<file path="config.mk">
export PLATFORM = sky130hd
export DESIGN_NAME = eebac_ctrl
export DESIGN_NICKNAME = d
export VERILOG_FILES = /design/src/logic/eebac_ctrl.v /design/src/logic/eebac_timer.v
export VERILOG_INCLUDE_DIRS = /design/src /design/src/logic
export SDC_FILE = /design/constraint.sdc
export NUM_CORES = 1
export LEC_CHECK = 0
export ABC_AREA = 0
export BUFFER_PORTS_ARGS = -buffer_cell sky130_fd_sc_hd__buf_2
export CAP_MARGIN = 10
export CORE_ASPECT_RATIO = 1.5
export CORE_UTILIZATION = 61
export CTS_CLUSTER_SIZE = 24
export DETAILED_ROUTE_END_ITERATION = 12
export GPL_TIMING_DRIVEN = 0
export PLACE_DENSITY_LB_ADDON = 0.25
export SYNTH_ARGS = -nofsm -noshare
export SYNTH_HDL_FRONTEND = slang
export SYNTH_SLANG_ARGS = --single-unit
</file>
<file path="constraint.sdc">
create_clock -name CLOCK_I -period 2.9 [get_ports CLOCK_I]
set_input_delay 0.145 -clock CLOCK_I [delete_from_list [all_inputs] [get_ports CLOCK_I]]
set_output_delay 0.145 -clock CLOCK_I [all_outputs]
set_load 0.02 [all_outputs]
</file>
<file path="src/logic/eebac_regs.vh">
// eebac_regs.vh: offsets, field positions, reset values and timing
// counts for the byte-wide non-volatile store controller.
// assumes the includer sets `timescale and runs at a 10 MHz clock.
//
// Summary of operation
// - store holds 64 bytes, 6-bit index
// - each access moves one byte via registers
// - location bits 5..0, upper two read zero
// - control bits 3..0 permit/go, upper read zero
// - no store write while store_permit is zero
// - store_go starts write, hardware clears at end
// - store_go ignored unless store_permit already set
// - no store read while read_permit is zero
// - read_go starts read, clears, byte then readable
// - read_go ignored unless read_permit already set
// - fetched byte stays until next read or write
// - write length from internal timer; completion visible
// - power-on clears store_permit and bank_select
// - write end sets flag pair; interrupt needs enables
// - service clears only multi-function flag
// - power-up clears bank_select
`ifndef EEBAC_REGS_VH
`define EEBAC_REGS_VH

// ==========================================================
// register offsets (7-bit special function address space)
`define EEBAC_OFF_BANK 7'h04
`define EEBAC_OFF_LOC 7'h2a
`define EEBAC_OFF_BYTE 7'h2b
`define EEBAC_OFF_IRQ 7'h2c
`define EEBAC_OFF_CTRL 7'h40
`define EEBAC_CTRL_BANK 1'b1

// ==========================================================
// field positions
`define EEBAC_READ_GO 0
`define EEBAC_READ_PERMIT 1
`define EEBAC_STORE_GO 2
`define EEBAC_STORE_PERMIT 3
`define EEBAC_IRQ_NV_EN 0
`define EEBAC_IRQ_MF_EN 1
`define EEBAC_IRQ_NV_FLAG 2
`define EEBAC_IRQ_MF_FLAG 3

// ==========================================================
// store geometry and reset values
`define EEBAC_DEPTH 64
`define EEBAC_AW 6
`define EEBAC_RST_LOC 6'h00
`define EEBAC_RST_BYTE 8'h00
`define EEBAC_RST_BANK 1'b0

// ==========================================================
// timing
`define EEBAC_CLK_KHZ 10000
`define EEBAC_WRITE_TIME_US 2000
`define EEBAC_WRITE_CYCLES \
    ((`EEBAC_WRITE_TIME_US * `EEBAC_CLK_KHZ + 999) / 1000)
`define EEBAC_READ_TIME_NS 200
`define EEBAC_READ_CYCLES \
    ((`EEBAC_READ_TIME_NS * `EEBAC_CLK_KHZ + 999999) / 1000000)

`endif

</file>
<file path="src/logic/eebac_ctrl.v">
// eebac_ctrl.v: byte-wide non-volatile store with location, byte and
// control registers on the special function register port.
// assumes the core presents the effective address of each access, so
// indirect pointer handling lives in the core, not here.
`timescale 1ns/1ps
`include "eebac_regs.vh"

module eebac_ctrl #(
    parameter WRITE_CYCLES = `EEBAC_WRITE_CYCLES
) (
    input wire CLOCK_I,
    input wire RSTN_I,
    input wire [6:0] SFR_ADDR_I,
    input wire SFR_WR_I,
    input wire SFR_RD_I,
    input wire [7:0] SFR_WDATA_I,
    input wire GLOBAL_IRQ_ENABLE_I,
    input wire IRQ_ACK_I,
    output reg [7:0] SFR_RDATA_O,
    output reg BANK_SELECT_O,
    output reg NV_IRQ_FLAG_O,
    output reg MF_REQ_O,
    output reg IRQ_O,
    output reg BUSY_O
);

    // ======================================================
    // state encoding
    localparam [2:0] ST_IDLE = 3'b001;
    localparam [2:0] ST_READ = 3'b010;
    localparam [2:0] ST_WRITE = 3'b100;
    localparam integer READ_LAST_N = `EEBAC_READ_CYCLES - 1;
    localparam [3:0] READ_LAST = READ_LAST_N[3:0];

    // ======================================================
    // address decode
    // control register lives only in bank 1; the rest are common
    function hit;
        input [6:0] addr;
        input [6:0] offset;
        input need_bank;
        input bank;
        begin
            hit = (addr == offset) && (!need_bank || bank);
        end
    endfunction

    // ======================================================
    // storage
    // cells carry no reset: contents survive a reset as they would
    // survive a power cycle
    reg [7:0] store [0:`EEBAC_DEPTH-1];

    reg [5:0] nv_location;
    reg [7:0] nv_byte;
    reg store_permit;
    reg store_go;
    reg read_permit;
    reg read_go;
    reg bank_select;
    reg nv_irq_enable;
    reg mf_irq_enable;
    reg nv_irq_flag;
    reg mf_flag;
    reg [2:0] state;
    reg [5:0] cycle_loc;
    reg [7:0] cycle_byte;
    reg [3:0] read_count;

    reg [2:0] next_state;
    reg [7:0] next_rdata;

    wire wr_bank;
    wire wr_loc;
    wire wr_byte;
    wire wr_irq;
    wire wr_ctrl;
    wire rd_ctrl;
    wire idle;
    wire accept_store;
    wire accept_read;
    wire store_done;
    wire read_done;
    wire next_nv_flag;
    wire next_mf_flag;

    assign wr_bank = SFR_WR_I &&
        hit(SFR_ADDR_I, `EEBAC_OFF_BANK, 1'b0, bank_select);
    assign wr_loc = SFR_WR_I &&
        hit(SFR_ADDR_I, `EEBAC_OFF_LOC, 1'b0, bank_select);
    assign wr_byte = SFR_WR_I &&
        hit(SFR_ADDR_I, `EEBAC_OFF_BYTE, 1'b0, bank_select);
    assign wr_irq = SFR_WR_I &&
        hit(SFR_ADDR_I, `EEBAC_OFF_IRQ, 1'b0, bank_select);
    assign wr_ctrl = SFR_WR_I &&
        hit(SFR_ADDR_I, `EEBAC_OFF_CTRL, `EEBAC_CTRL_BANK, bank_select);
    assign rd_ctrl =
        hit(SFR_ADDR_I, `EEBAC_OFF_CTRL, `EEBAC_CTRL_BANK, bank_select);

    // ======================================================
    // request acceptance
    assign idle = (state == ST_IDLE);

    // go only counts when the permit was set before this write and
    // stays set by it; a write asking for both goes takes the store
    assign accept_store = wr_ctrl && idle &&
        SFR_WDATA_I[`EEBAC_STORE_GO] &&
        store_permit &&
        SFR_WDATA_I[`EEBAC_STORE_PERMIT];
    assign accept_read = wr_ctrl && idle && !accept_store &&
        SFR_WDATA_I[`EEBAC_READ_GO] &&
        read_permit &&
        SFR_WDATA_I[`EEBAC_READ_PERMIT];

    // ======================================================
    // write timer
    eebac_timer #(
        .CYCLES(WRITE_CYCLES)
    ) u_timer (
        .clock_i(CLOCK_I),
        .rstn_i(RSTN_I),
        .start_i(accept_store),
        .done_o(store_done)
    );

    assign read_done = (state == ST_READ) && (read_count == READ_LAST);

    // ======================================================
    // sequencer
    always @* begin
        next_state = state;
        case (state)
            ST_IDLE: begin
                if (accept_store) begin
                    next_state = ST_WRITE;
                end else if (accept_read) begin
                    next_state = ST_READ;
                end
            end
            ST_READ: begin
                if (read_done) begin
                    next_state = ST_IDLE;
                end
            end
            ST_WRITE: begin
                if (store_done) begin
                    next_state = ST_IDLE;
                end
            end
            default: begin
                next_state = ST_IDLE;
            end
        endcase
    end

    always @(posedge CLOCK_I) begin
        if (!RSTN_I) begin
            state <= ST_IDLE;
            read_count <= 4'h0;
        end else begin
            state <= next_state;
            if (state == ST_READ) begin
                read_count <= read_count + 4'h1;
            end else begin
                read_count <= 4'h0;
            end
        end
    end

    // ======================================================
    // cycle latches
    always @(posedge CLOCK_I) begin
        if (!RSTN_I) begin
            cycle_loc <= `EEBAC_RST_LOC;
            cycle_byte <= `EEBAC_RST_BYTE;
        end else if (accept_store || accept_read) begin
            cycle_loc <= nv_location;
            cycle_byte <= nv_byte;
        end
    end

    // ======================================================
    // store array
    // a permit dropped mid-cycle still cancels the commit
    always @(posedge CLOCK_I) begin
        if (store_done && store_permit) begin
            store[cycle_loc] <= cycle_byte;
        end
    end

    // ======================================================
    // location, byte and bank registers
    always @(posedge CLOCK_I) begin
        if (!RSTN_I) begin
            nv_location <= `EEBAC_RST_LOC;
            nv_byte <= `EEBAC_RST_BYTE;
            bank_select <= `EEBAC_RST_BANK;
        end else begin
            if (wr_loc) begin
                nv_location <= SFR_WDATA_I[5:0];
            end
            if (read_done && read_permit) begin
                nv_byte <= store[cycle_loc];
            end else if (wr_byte) begin
                nv_byte <= SFR_WDATA_I;
            end
            if (wr_bank) begin
                bank_select <= SFR_WDATA_I[0];
            end
        end
    end

    // ======================================================
    // control register
    // go bits are set by software and cleared only by hardware
    always @(posedge CLOCK_I) begin
        if (!RSTN_I) begin
            store_permit <= 1'b0;
            read_permit <= 1'b0;
            store_go <= 1'b0;
            read_go <= 1'b0;
        end else begin
            if (wr_ctrl) begin
                store_permit <= SFR_WDATA_I[`EEBAC_STORE_PERMIT];
                read_permit <= SFR_WDATA_I[`EEBAC_READ_PERMIT];
            end
            if (accept_store) begin
                store_go <= 1'b1;
            end else if (store_done) begin
                store_go <= 1'b0;
            end
            if (accept_read) begin
                read_go <= 1'b1;
            end else if (read_done) begin
                read_go <= 1'b0;
            end
        end
    end

    // ======================================================
    // completion flags
    // set beats a same-cycle clear by software or by service
    assign next_nv_flag = store_done ||
        (wr_irq ? SFR_WDATA_I[`EEBAC_IRQ_NV_FLAG] : nv_irq_flag);
    assign next_mf_flag = store_done ||
        (wr_irq ? SFR_WDATA_I[`EEBAC_IRQ_MF_FLAG] :
        (mf_flag && !IRQ_ACK_I));

    always @(posedge CLOCK_I) begin
        if (!RSTN_I) begin
            nv_irq_enable <= 1'b0;
            mf_irq_enable <= 1'b0;
            nv_irq_flag <= 1'b0;
            mf_flag <= 1'b0;
        end else begin
            if (wr_irq) begin
                nv_irq_enable <= SFR_WDATA_I[`EEBAC_IRQ_NV_EN];
                mf_irq_enable <= SFR_WDATA_I[`EEBAC_IRQ_MF_EN];
            end
            nv_irq_flag <= next_nv_flag;
            mf_flag <= next_mf_flag;
        end
    end

    // ======================================================
    // read-back
    // unimplemented bits and unmapped addresses read as zero
    always @* begin
        next_rdata = 8'h00;
        if (hit(SFR_ADDR_I, `EEBAC_OFF_LOC, 1'b0, bank_select)) begin
            next_rdata = {2'b00, nv_location};
        end else if (hit(SFR_ADDR_I, `EEBAC_OFF_BYTE, 1'b0,
                bank_select)) begin
            next_rdata = nv_byte;
        end else if (hit(SFR_ADDR_I, `EEBAC_OFF_BANK, 1'b0,
                bank_select)) begin
            next_rdata = {7'h00, bank_select};
        end else if (hit(SFR_ADDR_I, `EEBAC_OFF_IRQ, 1'b0,
                bank_select)) begin
            next_rdata = {4'h0, mf_flag, nv_irq_flag,
                mf_irq_enable, nv_irq_enable};
        end else if (rd_ctrl) begin
            next_rdata = {4'h0, store_permit, store_go,
                read_permit, read_go};
        end
    end

    // ======================================================
    // registered outputs
    always @(posedge CLOCK_I) begin
        if (!RSTN_I) begin
            SFR_RDATA_O <= 8'h00;
            BANK_SELECT_O <= `EEBAC_RST_BANK;
            NV_IRQ_FLAG_O <= 1'b0;
            MF_REQ_O <= 1'b0;
            IRQ_O <= 1'b0;
            BUSY_O <= 1'b0;
        end else begin
            if (SFR_RD_I) begin
                SFR_RDATA_O <= next_rdata;
            end
            BANK_SELECT_O <= next_bank_value(wr_bank, SFR_WDATA_I[0],
                bank_select);
            NV_IRQ_FLAG_O <= next_nv_flag;
            MF_REQ_O <= next_mf_flag;
            IRQ_O <= GLOBAL_IRQ_ENABLE_I && nv_irq_enable &&
                mf_irq_enable && next_nv_flag &&
                next_mf_flag;
            BUSY_O <= (next_state != ST_IDLE);
        end
    end

    // mirrors the bank register so the output tracks it exactly
    function next_bank_value;
        input write;
        input value;
        input current;
        begin
            next_bank_value = write ? value : current;
        end
    endfunction

endmodule // eebac_ctrl

</file>
<file path="src/logic/eebac_timer.v">
// eebac_timer.v: one-shot write timer for the non-volatile store.
// assumes start is a single-cycle pulse given only while idle.
`timescale 1ns/1ps
`include "eebac_regs.vh"

module eebac_timer #(
    parameter CYCLES = `EEBAC_WRITE_CYCLES
) (
    input wire clock_i,
    input wire rstn_i,
    input wire start_i,
    output reg done_o
);

    // ======================================================
    // countdown
    // stands in for the free-running cell timer; one clock only, so
    // its length is a cycle count rather than a separate oscillator
    localparam integer LAST_N = CYCLES - 1;
    localparam [19:0] LAST = LAST_N[19:0];
    reg [19:0] count;
    reg running;

    always @(posedge clock_i) begin
        if (!rstn_i) begin
            count <= 20'h00000;
            running <= 1'b0;
            done_o <= 1'b0;
        end else begin
            done_o <= 1'b0;
            if (start_i && !running) begin
                count <= 20'h00000;
                running <= 1'b1;
            end else if (running) begin
                if (count == LAST) begin
                    running <= 1'b0;
                    done_o <= 1'b1;
                end else begin
                    count <= count + 20'h00001;
                end
            end
        end
    end

endmodule // eebac_timer

</file>
# Word-level counts from Yosys, hierarchy flattened
# Memory sizes are Yosys's and may differ from the RTL's. A register that Yosys moved wholly into a read port is not among the register bits.
# Cells that the tools add are included.
# word_totals
in_bits	21
out_inout_bits	13
mem_bits_rw	512
regBits	76
mem_count	1
word_cells	100
# memory_table
name	words	word_bits	read_ports	rd_clocked_by_memory_dff	wr	line_no	rtl
store	64	8	1	1	1	eebac_ctrl.v:52	reg [7:0] store [0:`EEBAC_DEPTH-1];
# op_classes
n_eq_ne	11
addsub	2
n_mux	26
reduce_logical	36
bitwise_logic	3
# ops
operator	n
8-bit 2-to-1 mux	4
1-bit logical AND	23
7-bit by 6-bit equality test with 1-bit output, second input constant	3
20-bit by 1-bit adder with 20-bit output, second input constant	1
20-bit by 15-bit equality test with 1-bit output, second input constant	1
1-bit 2-to-1 mux	12
3-bit 2-to-1 mux	4
4-bit 2-to-1 mux	3
6-bit 2-to-1 mux	2
3-bit one-hot mux with 3 select lines	1
7-bit by 3-bit equality test with 1-bit output, second input constant	1
7-bit equality test, second input constant	1
2-bit nonzero test	3
4-bit by 1-bit adder with 4-bit output, second input constant	1
4-bit by 1-bit equality test with 1-bit output, second input constant	1
2-bit AND reduction	2
3-bit by 1-bit equality test with 1-bit output, second input constant	1
3-bit by 2-bit equality test with 1-bit output, second input constant	1
3-bit equality test, second input constant	1
1-bit zero test	3
1-bit logical OR	3
3-bit by 1-bit != test with 1-bit output, second input constant	1
1-bit NOT	3
3-bit OR reduction	1
2-bit OR reduction	1

# Depth between registers and ports, before layout
# depth
ltp_word	16
ltp_mapped	9
depth_no_buf	7

# By module
# Synthesis repeated with hierarchy kept, for this count alone.
# hier_totals
cells_unflattened	1355
area_unflattened_um2	23572.6
# by_module_without_submodules
mod	seq_area_each_um2	cells_each	area_per_inst_um2	n_inst
eebac_ctrl	16575.9	1230	22477.8	1
eebac_timer	440.4	125	1094.8	1

# Least setup slack after synthesis
# Ideal clock, no wire load.
# synth_timing
path_kind	register to register
from	reg with a tool-made name
to	reg nv_byte[3]
n_path_buf	3
setup_ps	122
synth_period_minus_slack_ps	2154
stages_incl_launch_ff	8
required_time_ps	2778
t_arrival_ps	2031
path_slack_ps	746
cell_sequence	dfxtp_1 buf_6 buf_2 buf_2 mux4_2 mux4_2 a32oi_1 nand3_1
# synth_lines
element	line_no	rtl
end signal, assigned	eebac_ctrl.v:196	nv_byte <= `EEBAC_RST_BYTE;
end signal, assigned	eebac_ctrl.v:203	nv_byte <= store[cycle_loc];
end, declared	eebac_ctrl.v:55	reg [7:0] nv_byte;

# Final worst setup path
# layout_timing
from	reg u_timer.done_o
to	mem store[59][6] (enable)
# layout_via
elab_chain_cells	3
# layout_lines
element	line_no	rtl
start, declared	eebac_timer.v:12	output reg done_o
start signal, assigned	eebac_timer.v:28	done_o <= 1'b0;
start signal, assigned	eebac_timer.v:30	done_o <= 1'b0;
start signal, assigned	eebac_timer.v:37	done_o <= 1'b1;
1-bit logical AND	eebac_ctrl.v:186	if (store_done && store_permit) begin
1-bit 2-to-1 mux	eebac_ctrl.v:186	
1-bit 2-to-1 mux (implied by the code)	eebac_ctrl.v:187	store[cycle_loc] <= cycle_byte;
end, declared	eebac_ctrl.v:52	
# No other way between the ends.

==> impl_results.md <==
* Pin count of the biggest net entering global routing at 53
* Number of global-route vias before repair at around 13k
* VDD IR max at about 0.53 mV
* Fmax at ~0.33 GHz
* Synth-to-Final Area Change at 12.43%
* Worst Hold Class: in -> reg
* Most instantiated cells after synthesis: edfxtp_1 (512), nor2_1 (115), mux4_2 (105)
* Worst rel slew slack at roughly a quarter
* Worst Hold Slack at approximately 0.016 ns
* Total gr overflow at 0
* Num ports at 34
* Combinational family with the most area after synthesis: multiplexers
* Syn Nets at roughly 1.3k
* Die footprint at between 30000 and 40000 µm²
* Fin. Hold Viols at 0
* Main area contributors after synthesis: edfxtp_1 (65%), mux4_2 (10%), dfxtp_1 (6.9%), mux2i_1 (2.8%), nor2_1 (1.8%)
* Pins Over Slew Limit at 0
* Die width at ~160 µm
* PortBufs at 32
* Multiplexer share of the synthesized area at roughly 16%
* Antenna viol nets, final at 0
* CTS HTree Levels at 2
* # setup viols final at 18
* Post-Synth Simple-Gate Area at under 10%
* Register bit total from synthesis at just under 600
* Number of DRC markers in iteration 0 at about 1.6k
* Total number of vias at approximately 13k
* Final WL at roughly 63 mm
* Wire length per cell at around 32 µm
* Initial antenna violation count at 0
* Antenna fix cells at 0
* Pleak at approximately 9.1 nW
* Avg Inst Size Synth at ~18 µm²
* Failing checks: setup timing
* Fin crit period at around 3.0 ns
* CTS tree: done
* Cell Area, Synth at approximately 24000 µm²
* Power Total at 16.27 mW
* CP Capture Type: register
* Crit-path max FO at 8
* Sequential area share after synthesis at 71.99%
* Number of enable flip-flop cells after synthesis at around 500
* Final-stage net count at roughly 1.5k
* GP Congestion at 0.9814
* DRC violations left at 0
* Fraction of registers with async set/reset at 0%
* Worst-Skew Late Latency at just under 0.6 ns
* Clk root buf: clkbuf_16
* DP HPWL at ~42 mm
* Area leader, netlist: edfxtp_1
* Crit path kind: reg -> reg
* Critical path arrival at 3.21 ns
* Chip Height at approximately 240 µm
* PD cells at around 610 nW/µm²
* Share of post-route cells with drive strength above 1 at about 22%
* RSZ-0062 raised after global routing: true
* Post-synthesis adder-cell area fraction at less than 1%
* Slew @ Worst Pin at between 1 and 1.5 ns
* CP Data Required Time at roughly 3.1 ns
* Period utilisation layout at 103.8%
* Cts bufs inserted at 53
* Clk slew on worst S/H paths at around 0.060 ns
* Status: complete, but fails checks
* Final WS setup at -0.1090 ns
* Clock Path Buffers at 3
* Top cell type's share of synthesized area at 65.05%
* Post-Syn Instances at roughly 1.3k
* Gr usage total at roughly 33%
* Synth warn at 0
* Yosys cell types at 73
* Worst clock skew at roughly 0.015 ns
* Most used flip-flop cell after synthesis: edfxtp_1
* DR pass1 iterations at 5
* Filler instances at about 2.4k
* Placeable core area at ~38000 µm²
* Max-Cap Viols at 0
* Setup Buffers After CTS at 0
* Cell Rows at 88
* Starting Density at 61.69%
* CP startpoint kind: register
* Post-Synth XOR/XNOR Area at less than 1%
* Compound-Gate Fraction of Synth Area at under 10%
* Mean number of vias per cell at around 6.7
* Clock sinks at between 500 and 600
* Count leader, synth: edfxtp_1
* Global-route wire length before repair at between 90 and 100 mm
## cell usage in the layout, fill, tap and decap left out, types with 9 or more instances in the layout
| cell type | count |
|---|---|
| edfxtp_1 | 512 |
| nor2_1 | 109 |
| mux4_2 | 105 |
| dfxtp_1 | 74 |
| mux2i_1 | 61 |
| clkbuf_16 | 55 |
| nand2_1 | 46 |
| buf_2 | 46 |
| nand3_1 | 28 |
| a21oi_1 | 28 |
| clkbuf_1 | 27 |
| mux2_2 | 20 |
| nor2b_1 | 18 |
| o21ai_0 | 17 |
| mux4_1 | 16 |
| nand2b_1 | 15 |
| buf_6 | 15 |
| nand4_1 | 13 |
| buf_4 | 13 |
| dlygate4sd3_1 | 13 |
| clkinv_2 | 11 |
| and3_1 | 10 |
| a22oi_1 | 10 |
| clkinv_1 | 9 |
| o22ai_1 | 9 |
## state kept, by name (all words and copies together), names as in the netlist, 3 cells and up, named ones only
name and count:
nv_location 6, SFR_RDATA_O 8, read_count 4, store 512, cycle_byte 8, state 3, u_timer.count 20, nv_byte 8
cycle_loc 6
## cell families (layout without fill, tap and decap cells)
family,Yosys count,in the layout
AO/OA/AOI/OAI,121,121
XOR/XNOR,8,8
adder cells (fa/ha/maj),3,3
buffers and inverters,75,226
flip-flops,594,594
multiplexers,209,209
AND/OR/NAND/NOR,307,307
## routing by layer
metal	part of all wire (%)	vias up	GRT usage, %
li1	-	5539	-
met3	8.0	212	4.768
met4	8.0	0	23.94
met1	35	6670	40.78
met5	0	-	0
met2	49	757	53.29
## cell type report
class | count | area [µm²] | share of cell area [%]
flip-flops and latches | 594 | 17030 | 64.07
multi-input cells | 648 | 6225 | 23.42
clock buffers | 66 | 1458 | 5.485
well taps | 495 | 619.3 | 2.331
repair buffers | 55 | 473.0 | 1.780
plain buffers | 64 | 444.2 | 1.671
clock inverters | 30 | 287.8 | 1.083
inverters | 11 | 41.29 | 0.1554
## final timing paths
check,from,endpoint,slack (ns),depth (start not counted)
setup reg to reg,u_timer.done_o,store[59][6],-0.11,4
setup / recovery,u_timer.done_o,store[59][6],-0.11,4
hold / removal,SFR_ADDR_I[4],store_permit,0.02,4
hold reg to reg,SFR_RDATA_O[5],SFR_RDATA_O[5],0.47,2
## repair_timing
item,4_1_cts,5_1_grt
hold buffers,13,0
pin swaps,0,0
endpoints found under the hold margin,20,0
setup endpoints to repair,14,68
gates resized for setup,20,12
## metrics by stage
step           area [µm²]  std cells  worst slack, ns  utilization (%)  setup TNS, ns
6_report            26570       1963          -0.1090            69.35         -1.486
5_1_grt             26570       1963         -0.08190            69.35         -3.531
4_1_cts             26550       1963         -0.02534            69.28       -0.03490
3_5_place_dp        24610       1854          -0.3538            64.22         -1.441
3_3_place_gp        24420       1844          -0.3201            63.72         -1.183
2_1_floorplan       23640       1317           0.7463                -              0
## critical path, cell delays in order (launching register included)
cell and delay, ns:
dfxtp_1 0.49, inv_1 0.19, nor2_1 0.22, nand4_1 0.73
nor2_1 1.01
## report_power, final
group / switching, mW / internal (mW) / leakage, nW
logic: 0.0532 / 0.0320 / 2.30
clock network: 3.04 / 4.01 / 0.853
registers: 0.000920 / 9.14 / 6.00
(Power assumes the default switching activity.)
